<file path="config.mk">
export PLATFORM = sky130hd
export DESIGN_NAME = timer_event_flags_irq
export DESIGN_NICKNAME = d
export VERILOG_FILES = /design/src/rtl/sticky_event_flag.v /design/src/rtl/timer_event_flags_irq.v
export VERILOG_INCLUDE_DIRS = /design/src /design/src/rtl
export SDC_FILE = /design/constraint.sdc
export NUM_CORES = 1
export LEC_CHECK = 0
export BUFFER_PORTS_ARGS = -buffer_cell sky130_fd_sc_hd__buf_2
export CORE_AREA = 10 10 47 49
export DETAILED_ROUTE_END_ITERATION = 10
export DIE_AREA = 0 0 57 59
export PLACE_DENSITY = 0.77
export SYNTH_ARGS = -nofsm -noshare
export SYNTH_HDL_FRONTEND = slang
export SYNTH_SLANG_ARGS = --single-unit
export TNS_END_PERCENT = 5
</file>
<file path="constraint.sdc">
create_clock -name REF_CLK -period 1.8 [get_ports REF_CLK]
set_input_delay 0 -clock REF_CLK [delete_from_list [all_inputs] [get_ports REF_CLK]]
set_output_delay 0 -clock REF_CLK [all_outputs]
set_load 0.1 [all_outputs]
</file>
<file path="src/rtl/timer_event_flags_consts.vh">
`ifndef TIMER_EVENT_FLAGS_CONSTS_VH
`define TIMER_EVENT_FLAGS_CONSTS_VH

// Layout of the timer control/status word
`define TCS_WORD_WIDTH 24
`define TCS_OVF_IRQ_EN_BIT 1
`define TCS_CMP_IRQ_EN_BIT 2
`define TCS_OVF_FLAG_BIT 20
`define TCS_CMP_FLAG_BIT 21

// Reset values
`define TCS_IRQ_EN_RESET 1'h0
`define TCS_FLAG_RESET 1'h0
`define TCS_WORD_ZERO 24'h00_0000

`endif

</file>
<file path="src/rtl/sticky_event_flag.v">
`timescale 1ns/10ps
`include "timer_event_flags_consts.vh"

module sticky_event_flag (
  input wire clk,
  input wire rst,
  input wire set_pulse,
  input wire wr_clear,
  input wire ack_clear,
  output wire flag
);

  reg flag_q;
  reg flag_d;

  // Set beats clear so an event in the clearing cycle is kept
  always @* begin
    flag_d = flag_q;
    if (wr_clear || ack_clear) begin
      flag_d = 1'b0;
    end
    if (set_pulse) begin
      flag_d = 1'b1;
    end
  end

  always @(posedge clk or posedge rst) begin
    if (rst) begin
      flag_q <= `TCS_FLAG_RESET;
    end else begin
      flag_q <= flag_d;
    end
  end

  assign flag = flag_q;

endmodule

</file>
<file path="src/rtl/timer_event_flags_irq.v">
`timescale 1ns/10ps
`include "timer_event_flags_consts.vh"

// Behaviour
// - Compare match sets the compare event flag at word bit 21.
// - Writing one to bit 21 or servicing compare interrupt clears it.
// - Counter wraparound sets the overflow event flag at word bit 20.
// - Writing one to bit 20 or servicing overflow interrupt clears it.
// - Overflow enable zero blocks overflow requests; one allows them.
// - Compare enable at bit 2; zero blocks, one allows compare requests.
// - Overflow interrupt enable sits at bit 1 of the same word.
module timer_event_flags_irq #(
  parameter WORD_WIDTH = `TCS_WORD_WIDTH
) (
  input wire REF_CLK,
  input wire RST,
  input wire COMPARE_MATCH,
  input wire COUNTER_WRAP,
  input wire CSR_WR,
  input wire [WORD_WIDTH-1:0] CSR_WDATA,
  input wire COMPARE_IRQ_ACK,
  input wire OVERFLOW_IRQ_ACK,
  output wire [WORD_WIDTH-1:0] CSR_RDATA,
  output wire COMPARE_IRQ,
  output wire OVERFLOW_IRQ
);

  // Field map of the word, gathered so it reads in one place
  localparam CMP_FLAG_POS = `TCS_CMP_FLAG_BIT;
  localparam OVF_FLAG_POS = `TCS_OVF_FLAG_BIT;
  localparam CMP_EN_POS = `TCS_CMP_IRQ_EN_BIT;
  localparam OVF_EN_POS = `TCS_OVF_IRQ_EN_BIT;

  // Enable state
  reg compare_irq_enable_q;
  reg compare_irq_enable_d;
  reg overflow_irq_enable_q;
  reg overflow_irq_enable_d;

  // Read view
  reg [WORD_WIDTH-1:0] rdata_d;

  // Event and service inputs
  wire cmp_set;
  wire ovf_set;
  wire cmp_ack;
  wire ovf_ack;

  // Flag state
  wire compare_event_flag;
  wire overflow_event_flag;

  // Clear requests
  wire cmp_wr_clear;
  wire ovf_wr_clear;

  // Request levels
  wire cmp_req;
  wire ovf_req;

  // True when a write carries a one at the given position
  function write_one_at;
    input wr;
    input [WORD_WIDTH-1:0] data;
    input integer pos;
    begin
      write_one_at = wr && data[pos];
    end
  endfunction

  // A write always reloads an enable; otherwise it holds
  function enable_next;
    input wr;
    input [WORD_WIDTH-1:0] data;
    input integer pos;
    input cur;
    begin
      if (wr) begin
        enable_next = data[pos];
      end else begin
        enable_next = cur;
      end
    end
  endfunction

  // A request stands only while flag and enable are both set
  function request_level;
    input flag;
    input enable;
    begin
      request_level = flag && enable;
    end
  endfunction

  // Drops one status bit into the read word
  function [WORD_WIDTH-1:0] place_bit;
    input [WORD_WIDTH-1:0] word;
    input integer pos;
    input value;
    begin
      place_bit = word;
      place_bit[pos] = value;
    end
  endfunction

  assign cmp_set = COMPARE_MATCH;
  assign ovf_set = COUNTER_WRAP;
  assign cmp_ack = COMPARE_IRQ_ACK;
  assign ovf_ack = OVERFLOW_IRQ_ACK;

  // Writing zero to a flag position leaves the flag alone
  assign cmp_wr_clear = write_one_at(
    CSR_WR,
    CSR_WDATA,
    CMP_FLAG_POS
  );

  assign ovf_wr_clear = write_one_at(
    CSR_WR,
    CSR_WDATA,
    OVF_FLAG_POS
  );

  // Set beats clear inside the cell, so no event is lost
  sticky_event_flag u_cmp_flag (
    .clk(REF_CLK),
    .rst(RST),
    .set_pulse(cmp_set),
    .wr_clear(cmp_wr_clear),
    .ack_clear(cmp_ack),
    .flag(compare_event_flag)
  );

  sticky_event_flag u_ovf_flag (
    .clk(REF_CLK),
    .rst(RST),
    .set_pulse(ovf_set),
    .wr_clear(ovf_wr_clear),
    .ack_clear(ovf_ack),
    .flag(overflow_event_flag)
  );

  // Both enables follow every write: no partial write exists
  always @* begin
    compare_irq_enable_d = enable_next(
      CSR_WR,
      CSR_WDATA,
      CMP_EN_POS,
      compare_irq_enable_q
    );
  end

  always @* begin
    overflow_irq_enable_d = enable_next(
      CSR_WR,
      CSR_WDATA,
      OVF_EN_POS,
      overflow_irq_enable_q
    );
  end

  // Enables start cleared so no request leaks out of reset
  always @(posedge REF_CLK or posedge RST) begin
    if (RST) begin
      compare_irq_enable_q <= `TCS_IRQ_EN_RESET;
    end else begin
      compare_irq_enable_q <= compare_irq_enable_d;
    end
  end

  always @(posedge REF_CLK or posedge RST) begin
    if (RST) begin
      overflow_irq_enable_q <= `TCS_IRQ_EN_RESET;
    end else begin
      overflow_irq_enable_q <= overflow_irq_enable_d;
    end
  end

  // Other bits of the word belong elsewhere and read zero here
  always @* begin
    rdata_d = `TCS_WORD_ZERO;
    rdata_d = place_bit(
      rdata_d,
      CMP_FLAG_POS,
      compare_event_flag
    );
    rdata_d = place_bit(
      rdata_d,
      OVF_FLAG_POS,
      overflow_event_flag
    );
    rdata_d = place_bit(
      rdata_d,
      CMP_EN_POS,
      compare_irq_enable_q
    );
    rdata_d = place_bit(
      rdata_d,
      OVF_EN_POS,
      overflow_irq_enable_q
    );
  end

  assign CSR_RDATA = rdata_d;

  // Level requests, dropped as soon as the flag clears
  assign cmp_req = request_level(
    compare_event_flag,
    compare_irq_enable_q
  );

  assign ovf_req = request_level(
    overflow_event_flag,
    overflow_irq_enable_q
  );

  assign COMPARE_IRQ = cmp_req;
  assign OVERFLOW_IRQ = ovf_req;

endmodule

</file>
==> metrics.cfg <==
[clock_network]
worst_skew_pair.late_latency_ps = 230
cts_hold_buf = 5
clock-root-buffer = clkbuf_4
cts_tree = built
cts_buffers = 3
clk_pin_slew_ps = 40
cts_max_level = 1
clockBufferDepth = 2
cts_resized = 0
cts_num_sinks = 4
postCtsSetupRepairBufs = 0

[yosys]
syn_inst = 40
synth_top_cell_by_area = buf_4
synth_top_family_by_area = buffers and inverters
synth_cell_types = 8
synth-compound-area-share = 0.0493
synth-seq-area-share = 0.282
synth.top_cell.area_share = 0.507
yosys_warnings = 0
syn_area_per_cell_um2 = 8.88
muxShareOfSynthArea = 0.0634
synth.top_cells.by_area = buf_4, dfrtp_1, mux2_2
syn_area_um2 = 355
synth_fa_ha_area_frac = 0
synth-simple-area-share = 0.0563
ys_seq_elements = 4
synth_xor_area_frac = 0

[worst_setup_path]
path_cells = and2_1 > buf_2
critPathSlowestCell = buf_2
start_kind = flop
crit_buf_inv = 1
critPathCaptureType = primary output
critPathTopFamily = buffers and inverters
critPathMaxFanout = 3
cp.arrival_ps = 1120
crit_type = reg2out
required_ps = 1800
cpPeakStageDelay_ps = 420

[timing]
finalHoldViolCount = 0
fmax_mhz = 892
fin_crit_sh = 0.623
slew_viol_final = 0
period_needed_ps = 1120
finClkSkew_ps = 0
fin_setup_tns_ps = 0
finalSetupViolCount = 0
grt_setup_unrepaired = no

[placed_design]
dp_hpwl_um = 736
numPortBuffers = 16
place_congestion = 0.679
placed_cell_area_um2 = 347

[global_route]
grt_usage = 0.0482
overflow = 0
grt_pass1_vias = 287
grt_pass1_wl_um = 1230
grt_max_degree = 5
antenna_found_initial = 0

[routing]
drtIter0Drc = 2
routedWlPerCell_um = 11.0
viasPerCell = 3.21
ant_nets = 0
remaining_drc_errors = 0
wl_um = 824
detail_route.first_pass.iterations = 3
num_vias = 241

[pwr]
power.share.clock = 0.206
switching_share = 0.617
ir_worst_vdd_uv = 291
leakagePower_nw = 0.246
p_int_w = 0.000204
sequentialPowerShare = 0.193
powerDensity_nw_per_um2 = 1270
p_comb_frac = 0.601
p_switching_w = 0.000329

[worst_hold_path]
min_path_type = in2reg

[run]
drv_cap = 0

[die]
fp.dieH_um = 59
num_io_pins = 57
fp.coreArea_um2 = 1400
initial_core_util = 0.254
die_w_um = 57
die-area_um2 = 3360
row_count = 14

[final_layout]
multi_input_area_um2 = 135
fillers = 163
syn_to_final_growth_pct = 18.0
drive_above_1_share = 0.356
final_cell_mix = conb_1, buf_2, dlygate4sd3_1
final_common_cell = conb_1
regArea_um2 = 100
layout.nets = 92
n_antenna_cell = 0
design_area_um2 = 419

[outcome]
status = complete, no violations

## synthesized netlist by cell type
cell and count:
dfrtp_1 4, mux2_2 2, and2_1 2, conb_1 1, nand2_1 2, buf_4 24, inv_1 3, a31o_1 2
## per-layer routing
layer | up-vias | track usage | share of wire
li1 | 118 | - | -
met1 | 104 | 0.0349 | 0.32
met2 | 19 | 0.0775 | 0.52
met3 | 0 | 0.0429 | 0.16
met4 | 0 | 0.0403 | 0
met5 | - | 0 | 0
## cell families after synthesis
kind of cell | Yosys count
mux | 2
other cells | 1
flops | 4
buf+inv | 27
simple gates | 4
compound gates | 2
## path summary, 6_finish.rpt
| check | depth (start not counted) | to | slack (ps) | from |
|---|---|---|---|---|
| worst max-delay path | 2 | OVERFLOW_IRQ | 680 | overflow_irq_enable_q |
| worst min-delay path | 3 | u_ovf_flag.flag | 60 | OVERFLOW_IRQ_ACK |
| worst max register to register | 1 | overflow_irq_enable_q | 1040 | overflow_irq_enable_q |
| worst min register to register | 1 | u_cmp_flag.flag | 510 | u_cmp_flag.flag |
| max in group asynchronous | 3 | u_ovf_flag.flag | 1460 | RST |
| min in group asynchronous | 3 | compare_irq_enable_q | 190 | RST |
## sequential cells by signal, indices dropped and copies added, names as in the netlist
name,flops
u_cmp_flag.flag,1
compare_irq_enable_q,1
u_ovf_flag.flag,1
overflow_irq_enable_q,1
## worst min-delay path, cell delays in order
cell and delay (ps):
buf_2 90, inv_1 40, a31o_1 120
## final cells by class
class	count	area share
clock buffer	3	0.0537
inverter	3	0.0269
multi-input combinational	28	0.322
sequential	4	0.239
tap	16	0.0478
timing repair buffer	21	0.310
## power groups by stage
stage	registers [W]	logic [W]	clock network [W]
after floorplan	0.000103	0.000332	0
after global placement	0.000104	0.000311	0
after detailed placement	0.000104	0.000311	0
after CTS	0.000103	0.000320	0.000119
after global routing	0.000104	0.000330	0.000121
final	0.000103	0.000321	0.000110
## through the flow
step	hold slack, ps	utilization	instances	setup slack [ps]	total power (W)
global placement	-120	0.247	67	926	0.000414
global route	73.3	0.299	75	633	0.000555
detailed placement	-110	0.247	67	921	0.000416
finish	55.7	0.299	75	679	0.000534
CTS	47.9	0.299	75	662	0.000542
floorplan	-234	-	59	711	0.000435
No activity file was read; power rests on OpenSTA's default activity.
